$ cat config.mk
export PLATFORM = sky130hd
export DESIGN_NAME = output_mix_route_regs
export DESIGN_NICKNAME = d
export VERILOG_FILES = /design/src/mix_route_pkg.sv /design/src/route_reg.sv /design/src/gain_settle.sv /design/src/output_mix_route_regs.sv
export SDC_FILE = /design/constraint.sdc
export NUM_CORES = 1
export LEC_CHECK = 0
export BUFFER_PORTS_ARGS = -buffer_cell sky130_fd_sc_hd__buf_2
export CAP_MARGIN = 30
export CELL_PAD_IN_SITES_DETAIL_PLACEMENT = 2
export CELL_PAD_IN_SITES_GLOBAL_PLACEMENT = 2
export CORE_ASPECT_RATIO = 0.75
export CORE_UTILIZATION = 35
export DETAILED_ROUTE_END_ITERATION = 8
export PLACE_DENSITY_LB_ADDON = 0.2
export SLEW_MARGIN = 25
export SYNTH_ARGS = -nofsm -noshare
export SYNTH_HDL_FRONTEND = slang
export SYNTH_HIERARCHICAL = 1
export SYNTH_SLANG_ARGS = --single-unit
$ cat constraint.sdc
create_clock -name clk -period 1.86 [get_ports clk]
set_clock_uncertainty 0.05 [all_clocks]
set_input_delay 0.093 -clock clk [delete_from_list [all_inputs] [get_ports clk]]
set_output_delay 0.093 -clock clk [all_outputs]
set_load 0.05 [all_outputs]
$ cat src/mix_route_pkg.sv
// Register map and field layout of the output mix route bank
package mix_route_pkg;
   localparam int ADDR_W = 7;
   localparam int DATA_W = 8;
   localparam int VOL_W = 7;
   localparam int LEVEL_W = 4;
   localparam int NUM_ROUTE = 7;

   localparam logic [6:0] ADDR_RPGA_TO_RCOM_VOL = 7'h46;
   localparam logic [6:0] ADDR_RDAC_TO_RCOM_VOL = 7'h47;
   localparam logic [6:0] ADDR_RCOM_OUT_LEVEL_CTRL = 7'h48;
   localparam logic [6:0] ADDR_LLINE2_TO_MONO_VOL = 7'h49;
   localparam logic [6:0] ADDR_LPGA_TO_MONO_VOL = 7'h4A;
   localparam logic [6:0] ADDR_LDAC_TO_MONO_VOL = 7'h4B;
   localparam logic [6:0] ADDR_RLINE2_TO_MONO_VOL = 7'h4C;
   localparam logic [6:0] ADDR_RPGA_TO_MONO_VOL = 7'h4D;

   // Route register fields
   localparam int ROUTE_BIT = 7;
   localparam int VOL_LSB = 0;
   localparam logic [7:0] ROUTE_RESET = 8'h00;

   // Level control register fields
   localparam int LEVEL_LSB = 4;
   localparam int UNMUTE_BIT = 3;
   localparam int PD_HIZ_BIT = 2;
   localparam int VOL_BUSY_BIT = 1;
   localparam int POWER_UP_BIT = 0;
   localparam logic [3:0] LEVEL_RESET = 4'h0;
   localparam logic [3:0] LEVEL_MAX = 4'h9;
   localparam logic UNMUTE_RESET = 1'b0;
   localparam logic PD_HIZ_RESET = 1'b1;
   localparam logic POWER_UP_RESET = 1'b0;
   localparam logic VOL_BUSY_RESET = 1'b1;

   // Cycles the gain stage may take to apply a new setting
   localparam int SETTLE_CYCLES = 16;
   localparam int SETTLE_W = 5;
endpackage

$ cat src/route_reg.sv
// One route register: route enable bit and 7-bit volume code
`timescale 1ns/1ps
module route_reg
   import mix_route_pkg::*;
(
   // Clock and reset
   input wire logic clk,
   input wire logic reset,
   // Write port
   input wire logic wr_en,
   input wire logic [DATA_W-1:0] wr_data,
   // Stored value
   output logic [DATA_W-1:0] value
);
   always_ff @(posedge clk)
   begin
      if (reset)
         value <= ROUTE_RESET;
      else if (wr_en)
         value <= wr_data;
   end
endmodule

$ cat src/gain_settle.sv
// Tracks whether a newly programmed gain has been applied
`timescale 1ns/1ps
module gain_settle
   import mix_route_pkg::*;
#(
   parameter int CYCLES = SETTLE_CYCLES
)
(
   // Clock and reset
   input wire logic clk,
   input wire logic reset,
   // Any gain change
   input wire logic gain_change,
   // Gain not yet applied
   output logic busy
);
   logic [SETTLE_W-1:0] count;

   always_ff @(posedge clk)
   begin
      if (reset)
      begin
         count <= SETTLE_W'(CYCLES);
         busy <= VOL_BUSY_RESET;
      end
      else if (gain_change)
      begin
         count <= SETTLE_W'(CYCLES);
         busy <= 1'b1;
      end
      else if (count != '0)
      begin
         count <= count - 1'b1;
         busy <= (count != SETTLE_W'(1));
      end
      else
         busy <= 1'b0;
   end
endmodule

$ cat src/output_mix_route_regs.sv
// Control register bank for the right common headphone driver and mono line output
//
// Behaviour
// Right amp route bit 7 connects right amp pair to common headphone driver; resets 0.
// Common headphone route registers hold 7-bit volume in bits 6:0, reset zero.
// Right DAC route bit 7 connects primary right DAC to common driver; resets 0.
// Level field bits 7:4 resets 0000; codes 0..9 give 0..9 dB.
// Software never writes level codes 1010 to 1111.
// Bit 3 clear mutes, set unmutes the driver; resets to muted.
// Bit 2 clear weak common mode when down, set high impedance; resets 1.
// Bit 1 read-only, one while programmed gain unapplied; resets one.
// Bit 0 read-write power-up control, resets zero.
// Left line-2 to mono route bit 7; resets 0.
// Left amp to mono route bit 7; resets 0.
// Left DAC to mono route bit 7; resets 0.
// Right line-2 to mono route bit 7; resets 0.
// Right amp to mono route bit 7; resets 0.
// Five mono route registers hold 7-bit volume in bits 6:0, reset zero.
// Volume codes go to the gain stage unchanged.
`timescale 1ns/1ps
module output_mix_route_regs
   import mix_route_pkg::*;
#(
   parameter int SETTLE = SETTLE_CYCLES
)
(
   // Clock and reset
   input wire logic clk,
   input wire logic reset,
   // Register port
   input wire logic reg_wr,
   input wire logic reg_rd,
   input wire logic [ADDR_W-1:0] reg_addr,
   input wire logic [DATA_W-1:0] reg_wdata,
   output logic [DATA_W-1:0] reg_rdata,
   output logic reg_hit,
   // Right common headphone driver controls
   output logic right_amp_to_rcom,
   output logic [VOL_W-1:0] right_amp_to_rcom_vol,
   output logic right_dac_primary_to_rcom,
   output logic [VOL_W-1:0] right_dac_primary_to_rcom_vol,
   output logic [LEVEL_W-1:0] rcom_level,
   output logic rcom_unmute,
   output logic rcom_pd_hiz,
   output logic rcom_power_up,
   output logic rcom_level_reserved,
   // Mono line output routes, index 0..4: left line2, left amp, left dac, right line2, right amp
   output logic [4:0] mono_route,
   output logic [VOL_W-1:0] mono_vol [0:4]
);
   // ------------------------------------------------------------
   // Address decode
   // ------------------------------------------------------------
   localparam logic [ADDR_W-1:0] ROUTE_ADDR [0:NUM_ROUTE-1] = '{
      ADDR_RPGA_TO_RCOM_VOL, ADDR_RDAC_TO_RCOM_VOL, ADDR_LLINE2_TO_MONO_VOL,
      ADDR_LPGA_TO_MONO_VOL, ADDR_LDAC_TO_MONO_VOL, ADDR_RLINE2_TO_MONO_VOL,
      ADDR_RPGA_TO_MONO_VOL};

   logic [DATA_W-1:0] route_val [0:NUM_ROUTE-1];
   logic [NUM_ROUTE-1:0] route_sel;
   logic level_sel;
   logic [LEVEL_W-1:0] level;
   logic unmute;
   logic pd_hiz;
   logic power_up;
   logic vol_busy;
   logic rcom_gain_change;

   assign level_sel = (reg_addr == ADDR_RCOM_OUT_LEVEL_CTRL);

   // ------------------------------------------------------------
   // Route registers
   // ------------------------------------------------------------
   genvar g;
   generate
      for (g = 0; g < NUM_ROUTE; g++)
      begin : g_route
         assign route_sel[g] = (reg_addr == ROUTE_ADDR[g]);
         route_reg u_route (
            .clk(clk),
            .reset(reset),
            .wr_en(reg_wr && route_sel[g]),
            .wr_data(reg_wdata),
            .value(route_val[g])
         );
      end
   endgenerate

   // ------------------------------------------------------------
   // Level control register
   // ------------------------------------------------------------
   always_ff @(posedge clk)
   begin
      if (reset)
      begin
         level <= LEVEL_RESET;
         unmute <= UNMUTE_RESET;
         pd_hiz <= PD_HIZ_RESET;
         power_up <= POWER_UP_RESET;
      end
      else if (reg_wr && level_sel)
      begin
         level <= reg_wdata[LEVEL_LSB +: LEVEL_W];
         unmute <= reg_wdata[UNMUTE_BIT];
         pd_hiz <= reg_wdata[PD_HIZ_BIT];
         power_up <= reg_wdata[POWER_UP_BIT];
      end
   end

   // ------------------------------------------------------------
   // Volume status of the common headphone driver
   // ------------------------------------------------------------
   // Gain writes to the driver's route or level registers restart settling
   assign rcom_gain_change = reg_wr && (route_sel[0] || route_sel[1] || level_sel);

   gain_settle #(
      .CYCLES(SETTLE)
   ) u_settle (
      .clk(clk),
      .reset(reset),
      .gain_change(rcom_gain_change),
      .busy(vol_busy)
   );

   // ------------------------------------------------------------
   // Read path
   // ------------------------------------------------------------
   logic [DATA_W-1:0] next_rdata;
   logic next_hit;

   always_comb
   begin
      next_rdata = '0;
      next_hit = level_sel;
      for (int i = 0; i < NUM_ROUTE; i++)
      begin
         if (route_sel[i])
         begin
            next_rdata = route_val[i];
            next_hit = 1'b1;
         end
      end
      if (level_sel)
         next_rdata = {level, unmute, pd_hiz, vol_busy, power_up};
   end

   always_ff @(posedge clk)
   begin
      if (reset)
      begin
         reg_rdata <= '0;
         reg_hit <= 1'b0;
      end
      else if (reg_rd)
      begin
         reg_rdata <= next_rdata;
         reg_hit <= next_hit;
      end
      else
         reg_hit <= 1'b0;
   end

   // ------------------------------------------------------------
   // Registered outputs to the analog stages
   // ------------------------------------------------------------
   always_ff @(posedge clk)
   begin
      if (reset)
      begin
         right_amp_to_rcom <= 1'b0;
         right_amp_to_rcom_vol <= '0;
         right_dac_primary_to_rcom <= 1'b0;
         right_dac_primary_to_rcom_vol <= '0;
         rcom_level <= LEVEL_RESET;
         rcom_unmute <= UNMUTE_RESET;
         rcom_pd_hiz <= PD_HIZ_RESET;
         rcom_power_up <= POWER_UP_RESET;
         rcom_level_reserved <= 1'b0;
      end
      else
      begin
         right_amp_to_rcom <= route_val[0][ROUTE_BIT];
         right_amp_to_rcom_vol <= route_val[0][VOL_LSB +: VOL_W];
         right_dac_primary_to_rcom <= route_val[1][ROUTE_BIT];
         right_dac_primary_to_rcom_vol <= route_val[1][VOL_LSB +: VOL_W];
         rcom_level <= level;
         rcom_unmute <= unmute;
         rcom_pd_hiz <= pd_hiz;
         rcom_power_up <= power_up;
         // Flags a reserved level code left by software
         rcom_level_reserved <= (level > LEVEL_MAX);
      end
   end

   generate
      for (g = 0; g < 5; g++)
      begin : g_mono
         always_ff @(posedge clk)
         begin
            if (reset)
            begin
               mono_route[g] <= 1'b0;
               mono_vol[g] <= '0;
            end
            else
            begin
               mono_route[g] <= route_val[g+2][ROUTE_BIT];
               mono_vol[g] <= route_val[g+2][VOL_LSB +: VOL_W];
            end
         end
      end
   endgenerate

   // ------------------------------------------------------------
   // Assertions
   // ------------------------------------------------------------
   property p_rcom_route;
      @(posedge clk) disable iff (reset)
      (reg_wr && route_sel[0]) |-> ##2 (right_amp_to_rcom == $past(reg_wdata[ROUTE_BIT], 2));
   endproperty
   a_rcom_route: assert property (p_rcom_route) else $error("right amp route not applied");

   property p_rcom_vol;
      @(posedge clk) disable iff (reset)
      (reg_wr && route_sel[1]) |-> ##2 (right_dac_primary_to_rcom_vol == $past(reg_wdata[6:0], 2));
   endproperty
   a_rcom_vol: assert property (p_rcom_vol) else $error("right dac volume not applied");

   property p_rdac_route;
      @(posedge clk) disable iff (reset)
      (reg_wr && route_sel[1]) |-> ##2 (right_dac_primary_to_rcom == $past(reg_wdata[ROUTE_BIT], 2));
   endproperty
   a_rdac_route: assert property (p_rdac_route) else $error("right dac route not applied");

   property p_level;
      @(posedge clk) disable iff (reset)
      (reg_wr && level_sel) |-> ##2 (rcom_level == $past(reg_wdata[7:4], 2) && rcom_unmute == $past(reg_wdata[3], 2));
   endproperty
   a_level: assert property (p_level) else $error("level or mute not applied");

   property p_mute_reset;
      @(posedge clk) $fell(reset) |-> (!rcom_unmute && rcom_pd_hiz && !rcom_power_up);
   endproperty
   a_mute_reset: assert property (p_mute_reset) else $error("level control reset values wrong");

   // Cycles since the last gain change, held once the settle time is reached
   int unsigned settle_age;

   always_ff @(posedge clk)
   begin
      if (reset)
         settle_age <= 0;
      else if (rcom_gain_change)
         settle_age <= 0;
      else if (settle_age < SETTLE)
         settle_age <= settle_age + 1;
   end

   property p_busy_after_write;
      @(posedge clk) disable iff (reset)
      (settle_age < SETTLE) |-> vol_busy;
   endproperty
   a_busy_after_write: assert property (p_busy_after_write) else $error("volume status cleared early");

   property p_busy_clears;
      @(posedge clk) disable iff (reset)
      (settle_age >= SETTLE) |-> !vol_busy;
   endproperty
   a_busy_clears: assert property (p_busy_clears) else $error("volume status never clears");

   property p_mono_route;
      @(posedge clk) disable iff (reset)
      (reg_wr && route_sel[4]) |-> ##2 (mono_route[2] == $past(reg_wdata[ROUTE_BIT], 2)
         && mono_vol[2] == $past(reg_wdata[6:0], 2));
   endproperty
   a_mono_route: assert property (p_mono_route) else $error("left dac mono route not applied");

   property p_mono_amp;
      @(posedge clk) disable iff (reset)
      (reg_wr && route_sel[6]) |-> ##2 (mono_route[4] == $past(reg_wdata[ROUTE_BIT], 2));
   endproperty
   a_mono_amp: assert property (p_mono_amp) else $error("right amp mono route not applied");

   c_level_write: cover property (@(posedge clk) disable iff (reset) reg_wr && level_sel);
   c_busy_clear: cover property (@(posedge clk) disable iff (reset) $fell(vol_busy));
   c_mono_on: cover property (@(posedge clk) disable iff (reset) mono_route == 5'h1F);
   c_busy_start: cover property (@(posedge clk) disable iff (reset) $rose(vol_busy));
   c_status_read: cover property (@(posedge clk) disable iff (reset) (reg_rd && level_sel) ##1 reg_hit);

   property p_rcom_flags;
      @(posedge clk) disable iff (reset)
      (reg_wr && level_sel) |-> ##2 (rcom_unmute == $past(reg_wdata[UNMUTE_BIT], 2)
         && rcom_pd_hiz == $past(reg_wdata[PD_HIZ_BIT], 2)
         && rcom_power_up == $past(reg_wdata[POWER_UP_BIT], 2));
   endproperty
   a_rcom_flags: assert property (p_rcom_flags) else $error("level control bits not applied");

   property p_rcom_amp_vol;
      @(posedge clk) disable iff (reset)
      (reg_wr && route_sel[0]) |-> ##2 (right_amp_to_rcom_vol == $past(reg_wdata[VOL_LSB +: VOL_W], 2));
   endproperty
   a_rcom_amp_vol: assert property (p_rcom_amp_vol) else $error("right amp volume not applied");

   property p_mono_line2_left;
      @(posedge clk) disable iff (reset)
      (reg_wr && route_sel[2]) |-> ##2 (mono_route[0] == $past(reg_wdata[ROUTE_BIT], 2)
         && mono_vol[0] == $past(reg_wdata[VOL_LSB +: VOL_W], 2));
   endproperty
   a_mono_line2_left: assert property (p_mono_line2_left) else $error("left line2 mono route not applied");

   property p_mono_amp_left;
      @(posedge clk) disable iff (reset)
      (reg_wr && route_sel[3]) |-> ##2 (mono_route[1] == $past(reg_wdata[ROUTE_BIT], 2)
         && mono_vol[1] == $past(reg_wdata[VOL_LSB +: VOL_W], 2));
   endproperty
   a_mono_amp_left: assert property (p_mono_amp_left) else $error("left amp mono route not applied");

   property p_mono_line2_right;
      @(posedge clk) disable iff (reset)
      (reg_wr && route_sel[5]) |-> ##2 (mono_route[3] == $past(reg_wdata[ROUTE_BIT], 2)
         && mono_vol[3] == $past(reg_wdata[VOL_LSB +: VOL_W], 2));
   endproperty
   a_mono_line2_right: assert property (p_mono_line2_right) else $error("right line2 mono route not applied");

   property p_mono_amp_vol;
      @(posedge clk) disable iff (reset)
      (reg_wr && route_sel[6]) |-> ##2 (mono_vol[4] == $past(reg_wdata[VOL_LSB +: VOL_W], 2));
   endproperty
   a_mono_amp_vol: assert property (p_mono_amp_vol) else $error("right amp mono volume not applied");

   property p_status_read;
      @(posedge clk) disable iff (reset)
      (reg_rd && level_sel) |=> (reg_hit && reg_rdata[VOL_BUSY_BIT] == $past(vol_busy));
   endproperty
   a_status_read: assert property (p_status_read) else $error("volume status read wrong");

   property p_status_readonly;
      @(posedge clk) disable iff (reset)
      (reg_wr && level_sel) |=> vol_busy;
   endproperty
   a_status_readonly: assert property (p_status_readonly) else $error("volume status not set by level write");

   property p_reserved_flag;
      @(posedge clk) disable iff (reset)
      rcom_level_reserved == ($past(level) > LEVEL_MAX);
   endproperty
   a_reserved_flag: assert property (p_reserved_flag) else $error("reserved level flag wrong");
endmodule

==> results of run 1 <==
==> metrics by stage <==
step	power [uW]	cells	util	cell area, um^2	setup WS [ns]
finish	7260	846	0.440	6700	0.0769
CTS	7340	846	0.440	6700	0.0842
global placement	3780	816	0.400	6090	0.196
detailed placement	3820	816	0.400	6090	0.145
global route	7530	846	0.440	6700	0.0338
floorplan	3630	538	-	5450	0.321
==> per-layer routing <==
layer	wire [um]	part of all wire
met1	8130	0.48
met2	8030	0.47
met3	627	0.037
met4	220	0.013
met5	0	0
==> sequential cells by signal (all words and copies together), names as in the netlist, 4 cells and up <==
register / cells
level: 4
rcom_level: 4
u_settle/count: 5
reg_rdata: 8
right_dac_primary_to_rcom_vol: 7
g_route.u_route/value: 56
mono_vol: 35
right_amp_to_rcom_vol: 7
mono_route: 5
==> cells by family after synthesis <==
logic type | count (synthesis)
buffers and inverters | 44
muxes | 76
adders and majority gates | 3
and+or+nand+nor | 207
AOI/OAI and AO/OA | 63
DFF | 142
xor gates and xnor gates | 3
==> report_power, final <==
| part | leakage (uW) | internal, uW | switching (uW) |
|---|---|---|---|
| combinational | 0.00129 | 220 | 360 |
| clock | 0.000288 | 2200 | 1290 |
| sequential | 0.00115 | 3110 | 78.7 |
==> how the worst max path moves through the flow <==
stage | endpoint | depth (start not counted) | slack (ns)
2_1_floorplan | u_settle/count[1]$_SDFFE_PP0P_ | 4 | 0.32
3_3_place_gp | g_route[2].u_route/value[0]$_SDFFE_PP0P_ | 7 | 0.20
3_5_place_dp | u_settle/count[1]$_SDFFE_PP0P_ | 4 | 0.15
4_1_cts | u_settle/count[1]$_SDFFE_PP0P_ | 4 | 0.08
5_1_grt | u_settle/count[1]$_SDFFE_PP0P_ | 4 | 0.03
6_report | u_settle/count[1]$_SDFFE_PP0P_ | 4 | 0.08
==> layout by cell type, fill, tap and decap left out, types with 3 or more instances in the layout <==
master,instances
sky130_fd_sc_hd__clkinvlp_4,3
sky130_fd_sc_hd__clkbuf_16,17
sky130_fd_sc_hd__nor3_1,7
sky130_fd_sc_hd__mux2i_1,71
sky130_fd_sc_hd__xnor2_1,3
sky130_fd_sc_hd__clkbuf_8,3
sky130_fd_sc_hd__nand3_1,5
sky130_fd_sc_hd__o2bb2ai_1,3
sky130_fd_sc_hd__nor2_1,90
sky130_fd_sc_hd__buf_4,15
sky130_fd_sc_hd__dfxtp_1,142
sky130_fd_sc_hd__nand2_1,23
sky130_fd_sc_hd__bufinv_16,3
sky130_fd_sc_hd__o21ai_0,3
sky130_fd_sc_hd__o221ai_1,5
sky130_fd_sc_hd__o22ai_1,8
sky130_fd_sc_hd__a21oi_1,20
sky130_fd_sc_hd__a41oi_1,5
sky130_fd_sc_hd__a211o_1,6
sky130_fd_sc_hd__nor2b_1,59
sky130_fd_sc_hd__buf_2,90
sky130_fd_sc_hd__ha_1,3
sky130_fd_sc_hd__mux2_2,5
sky130_fd_sc_hd__inv_1,9
==> worst register-to-register path, delay by kind of cell (launching register included) <==
kind	cells	cell delay, ns
flops	1	0.36
fa+ha+maj	1	0.22
buf+inv	1	0.12
compound gates	1	0.40
simple gates	1	0.52
==> cell type report <==
class                           count  area share
Clock buffer                       21      0.0703
Sequential cell                   142       0.425
Multi-Input combinational cell    352       0.351
Tap cell                          205      0.0383
Clock inverter                      9      0.0202
Inverter                           10     0.00561
Timing Repair Buffer              107      0.0901
==> metrics, run 1 <==
xor-xnor portion of the synthesized cell area 0.00482; fraction of the cycle the final worst path needs 0.959; met3 capacity usage during global routing 0.0576; maximum clock path buffer count 2; Detailed Routing Iterations Pass 1 4; number of buffers added by the clock tree synthesis step 17; critical path buffer and inverter count 1; Worst Path Class, Setup flop to flop; crit path DAT 2.04 ns; routed length per placed instance 20.1 um; Syn Nets 560; top cell family by delay on the critical path simple AND/OR/NAND/NOR gates; met2 usage 0.367; count of input and output buffers 91; average vias per placed instance 4.99; residual antenna-violating net count after detailed routing 0; required time at the worst-slack endpoint 2.11 ns; count of flip-flops with a built-in enable after synthesis 0; Min-Delay Endpoint reg_rdata[5]$_SDFFE_PP0P_; post-cts hold buffer count 0; max-slew violations 0; half-perimeter wire length after placement 11800 um; multiplexer share of the synthesized area 0.141; number of sinks on the clock net 142; TritonCTS clock tree done; type of element launching the critical path flop; leading area contributor after synthesis sky130_fd_sc_hd__dfxtp_1; cell count after synthesis 538; clock tree root buffer cell sky130_fd_sc_hd__clkbuf_16; count of state elements after synthesis 142; worst r2r src u_settle/count[0]$_SDFFE_PP0P_; static power due to leakage 0.00273 uW; drt first-iter violations 184; series of cell instances along the critical path inv_1 -> ha_1 -> or4b_4 -> a2111oi_2; Yosys warning count 6; upper clock frequency limit 561 MHz; post-synth top area share 0.521; number of diodes added for antenna fixing 0; Final Hold Fails 0; placement row count 39; # resized after CTS 0; via count of the routed design 4218; worst setup path startpoint u_settle/count[0]$_SDFFE_PP0P_; area of the die 0.0161 mm^2; post-synthesis compound-gate area fraction 0.0812; netlist area before placement 0.00545 mm^2; top-count cell post-synth sky130_fd_sc_hd__dfxtp_1; Worst Tran Pin Value 0.636 ns; I/O pin cnt 92; synth cell count leaders 142 x sky130_fd_sc_hd__dfxtp_1, 90 x sky130_fd_sc_hd__nor2_1, 71 x sky130_fd_sc_hd__mux2i_1, 59 x sky130_fd_sc_hd__nor2b_1, 23 x sky130_fd_sc_hd__nand2_1; area used by multi-input combinational logic 0.00235 mm^2; number of global-route vias before repair 4341; Most used DFF post-synth sky130_fd_sc_hd__dfxtp_1; Die Span Y 110 um; Post-CTS Setup Bufs 0; share of synthesized cell area in full adder, half adder and majority cells 0.00688; outcome finished, final reports clean; Post-Synthesis Mean Instance Area 10.1 um^2; Hold Crit Class input pin to flop; area share of and/or/nand/nor cells after synthesis 0.196; setup repair after global routing missed its margin no; Clk Latency, worst-skew pair 0.42 ns; initial core utilization 0.358; cell types occupying the most area after synthesis sky130_fd_sc_hd__dfxtp_1 52%, sky130_fd_sc_hd__mux2i_1 13%, sky130_fd_sc_hd__nor2b_1 6.8%, sky130_fd_sc_hd__nor2_1 6.2%, sky130_fd_sc_hd__buf_6 2.5%; Layout area overhead 22.8%; wire length of the first global-routing pass 26200 um; Async SR Flop Fraction 0; global route total overflow 0; clock-pin slew on the worst setup and hold paths 0.06 ns; DIE WIDTH 146 um; headroom to the max-slew limit 0.576; Crit Path Max Fanout 4; last weighted congestion value of the routability-driven placer 0.951; number of remaining DRC errors 0; maximum number of pins on one net before global-route repair 136; peak supply drop 0.560 mV; worst-path cell with the longest stage delay sky130_fd_sc_hd__or4b_4; Final setup viols 0; core footprint 0.0152 mm^2; Post-Route Hold Slack 0.0299 ns; setup TNS 0 ns; Hold Path Depth 2; Final #Nets 652; GR peak layer met2; Min Clock Period, post-route 1.78 ns; GR Util All Layers 0.224; endpoint of the worst-slack reg-to-reg timing path u_settle/count[1]$_SDFFE_PP0P_; critical path endpoint category flop; Layout fillers 1668; maximum level of the CTS H-tree 4; initial antenna violation count 0; worst min-delay path startpoint reg_rd; cell depth of the worst flop-to-flop path 4; share of final-layout standard cells stronger than drive strength 1 0.248; met1 track demand over resource in global routing 0.290; post-synthesis cell type count 55; CP peak stage delay 0.52 ns; areal power density over the cells 1080 mW/mm^2; register area 0.00284 mm^2; routed wire length 17000 um; FF-to-FF setup slack 0.08 ns; Max Cap Violations 0; sequential share of the synthesized area 0.521; dominant combinational cell family by area after synthesis simple AND/OR/NAND/NOR gates
Note: power is estimated with default switching activity, not from simulation.
==> run 2, diff against run 1 <==
--- a/config.mk
+++ b/config.mk
@@ -5,13 +5,15 @@
 export SDC_FILE = /design/constraint.sdc
 export NUM_CORES = 1
 export LEC_CHECK = 0
+export ABC_AREA = 1
 export BUFFER_PORTS_ARGS = -buffer_cell sky130_fd_sc_hd__buf_2
 export CAP_MARGIN = 30
 export CELL_PAD_IN_SITES_DETAIL_PLACEMENT = 2
 export CELL_PAD_IN_SITES_GLOBAL_PLACEMENT = 2
-export CORE_ASPECT_RATIO = 0.75
-export CORE_UTILIZATION = 35
+export CORE_ASPECT_RATIO = 0.5
+export CORE_UTILIZATION = 31
 export DETAILED_ROUTE_END_ITERATION = 8
+export GPL_ROUTABILITY_DRIVEN = 0
 export PLACE_DENSITY_LB_ADDON = 0.2
 export SLEW_MARGIN = 25
 export SYNTH_ARGS = -nofsm -noshare
==> run 2 against run 1 <==
Via count grew 25%. Clock power increased by 14%. Power is 6.3% higher. Hold slack lost 0.015 ns. Final area rose by 8.1%. Largest power group unchanged.
==> metrics, run 2 <==
outcome finished, final reports clean; required time at the worst-slack endpoint 2.12 ns; count of flip-flops with a built-in enable after synthesis 0; critical path buffer and inverter count 0; register name with the most flops g_route.u_route/value; flip-flop count of the largest register after layout 56; multiplexer share of the synthesized area 0; half-perimeter wire length after placement 14300 um; post-cts hold buffer count 1; share of final-layout standard cells stronger than drive strength 1 0.199; synth cell count leaders 205 x sky130_fd_sc_hd__nor2_1, 177 x sky130_fd_sc_hd__nand2_1, 150 x sky130_fd_sc_hd__inv_1, 142 x sky130_fd_sc_hd__dfxtp_1, 30 x sky130_fd_sc_hd__nand3_1; post-route non-filler standard cell count 1195; Final Hold Fails 0; Largest regs g_route.u_route/value: 56 flops, mono_vol: 35 flops, reg_rdata: 8 flops; max-slew violations 0; cell types occupying the most area after synthesis sky130_fd_sc_hd__dfxtp_1 48%, sky130_fd_sc_hd__nor2_1 13%, sky130_fd_sc_hd__nand2_1 11%, sky130_fd_sc_hd__inv_1 9.6%, sky130_fd_sc_hd__buf_6 2.7%; number of global-route vias before repair 5668; via count of the routed design 5277; setup TNS 0 ns; dominant combinational cell family by area after synthesis simple AND/OR/NAND/NOR gates; GR Util All Layers 0.216; Final #Nets 946; DR WL met3 894 um; Crit Path Max Fanout 3; Min Clock Period, post-route 1.43 ns; share of synthesized cell area in full adder, half adder and majority cells 0.00638; Yosys warning count 6; post-synthesis cell type count 27; average vias per placed instance 4.42; series of cell instances along the critical path nand3_1 -> nand2_1 -> nor3_1 -> nand4_1 -> nand2_1 -> a21oi_1; number of diodes added for antenna fixing 0; routed wire length 20000 um; top library cells by usage in the layout, fill and taps aside 205 x sky130_fd_sc_hd__nor2_1, 177 x sky130_fd_sc_hd__nand2_1, 150 x sky130_fd_sc_hd__inv_1, 142 x sky130_fd_sc_hd__dfxtp_1, 91 x sky130_fd_sc_hd__buf_2; top-count cell post-synth sky130_fd_sc_hd__nor2_1; core footprint 0.0185 mm^2; residual antenna-violating net count after detailed routing 0; initial antenna violation count 0; # resized after CTS 0; Worst Path Class, Setup flop to flop; xor-xnor portion of the synthesized cell area 0.00149; CP peak stage delay 0.38 ns; number of buffers added by the clock tree synthesis step 17; Most used DFF post-synth sky130_fd_sc_hd__dfxtp_1; Critical Path Most Common Cell sky130_fd_sc_hd__nand2_1; Clk Latency, worst-skew pair 0.43 ns; met1 WL 9760 um; DIE WIDTH 197 um; clock-pin slew on the worst setup and hold paths 0.07 ns; initial core utilization 0.318; post-synth top area share 0.484; maximum level of the CTS H-tree 4; Layout fillers 2204; most frequent standard cell in the layout excluding fill and tap cells sky130_fd_sc_hd__nor2_1; leading area contributor after synthesis sky130_fd_sc_hd__dfxtp_1; routed length on met2 9170 um; type of element launching the critical path flop; Syn Nets 849; I/O pin cnt 92; area used by multi-input combinational logic 0.00223 mm^2; fraction of the cycle the final worst path needs 0.771; count of input and output buffers 91; Die Span Y 99.4 um; netlist area before placement 0.00588 mm^2; Worst Tran Pin Value 0.716 ns; Async SR Flop Fraction 0; area of the die 0.0196 mm^2; placement row count 35; number of remaining DRC errors 0; setup repair after global routing missed its margin no; maximum clock path buffer count 2; count of state elements after synthesis 142; Detailed Routing Iterations Pass 1 4; wire length of the first global-routing pass 31300 um; Max Cap Violations 0; peak supply drop 0.605 mV; maximum number of pins on one net before global-route repair 31; Final setup viols 0; register area 0.00284 mm^2; top cell family by delay on the critical path simple AND/OR/NAND/NOR gates; clock tree root buffer cell sky130_fd_sc_hd__clkbuf_16; areal power density over the cells 1070 mW/mm^2; static power due to leakage 0.00353 uW; area share of and/or/nand/nor cells after synthesis 0.339; Hold Crit Class input pin to flop; top layer in use met4; upper clock frequency limit 698 MHz; routed length per placed instance 16.7 um; headroom to the max-slew limit 0.522; worst-path cell with the longest stage delay sky130_fd_sc_hd__nor3_1; critical path endpoint category flop; number of sinks on the clock net 142; Layout area overhead 23.1%; global route total overflow 0; sequential share of the synthesized area 0.484; Placed Cells 1163; crit path DAT 1.69 ns; Post-Synthesis Mean Instance Area 7.11 um^2; Post-CTS Setup Bufs 0; cell count after synthesis 827; post-synthesis compound-gate area fraction 0.0326; TritonCTS clock tree done; drt first-iter violations 205
## run 2: cell families (layout without fill, tap and decap cells)
family / Yosys count / after routing
simple gates: 465 / 465
buf+inv: 182 / 291
flops: 142 / 142
compound gates: 34 / 34
fa+ha+maj: 3 / 3
xor+xnor: 1 / 1
## run 2: per-layer routing
metal,vias up,track usage
met4,0,0.0650
met5,-,0
met3,10,0.0404
met1,2567,0.289
li1,2609,-
met2,91,0.354
## run 2: worst min-delay path: stages
cell and delay (ns):
sky130_fd_sc_hd__buf_2 0.10, sky130_fd_sc_hd__nand2_1 0.05, sky130_fd_sc_hd__inv_1 0.05, sky130_fd_sc_hd__nor2_1 0.09, sky130_fd_sc_hd__nand2_1 0.07
## run 2: cell type report
cell class,instances,area share
repair buffers,106,0.0805
inverters,154,0.0798
well taps,259,0.0448
multi-input cells,503,0.309
clock buffers,20,0.0645
clock inverters,11,0.0292
flip-flops and latches,142,0.393
## run 2: power by group
group | leakage (uW) | internal (uW) | switching, uW
registers | 0.00115 | 3100 | 45.9
logic | 0.00205 | 180 | 408
clock network | 0.000332 | 2610 | 1380
## run 2: final timing paths
check	slack (ns)	startpoint	depth (start not counted)	end
setup / recovery	0.43	g_route[1].u_route/value[3]$_SDFFE_PP0P_	6	reg_rdata[3]$_SDFFE_PP0P_
setup reg to reg	0.43	g_route[1].u_route/value[3]$_SDFFE_PP0P_	6	reg_rdata[3]$_SDFFE_PP0P_
hold / removal	0.01	reg_wr	5	u_settle/count[4]$_SDFFE_PP1P_
hold reg to reg	0.40	g_route[3].u_route/value[2]$_SDFFE_PP0P_	2	mono_vol[23]$_SDFF_PP0_
## run 2: stage by stage
step	total power, uW	area, um^2	utilization	setup WS [ns]	hold slack (ns)
after global placement	3760	6550	0.355	0.181	0.391
final	7720	7240	0.392	0.427	0.0148
after CTS	7820	7240	0.392	0.448	0.0145
after floorplan	3600	5880	-	0.463	0.169
after global routing	7990	7240	0.392	0.339	0.0418
after detailed placement	3790	6550	0.355	0.137	0.394
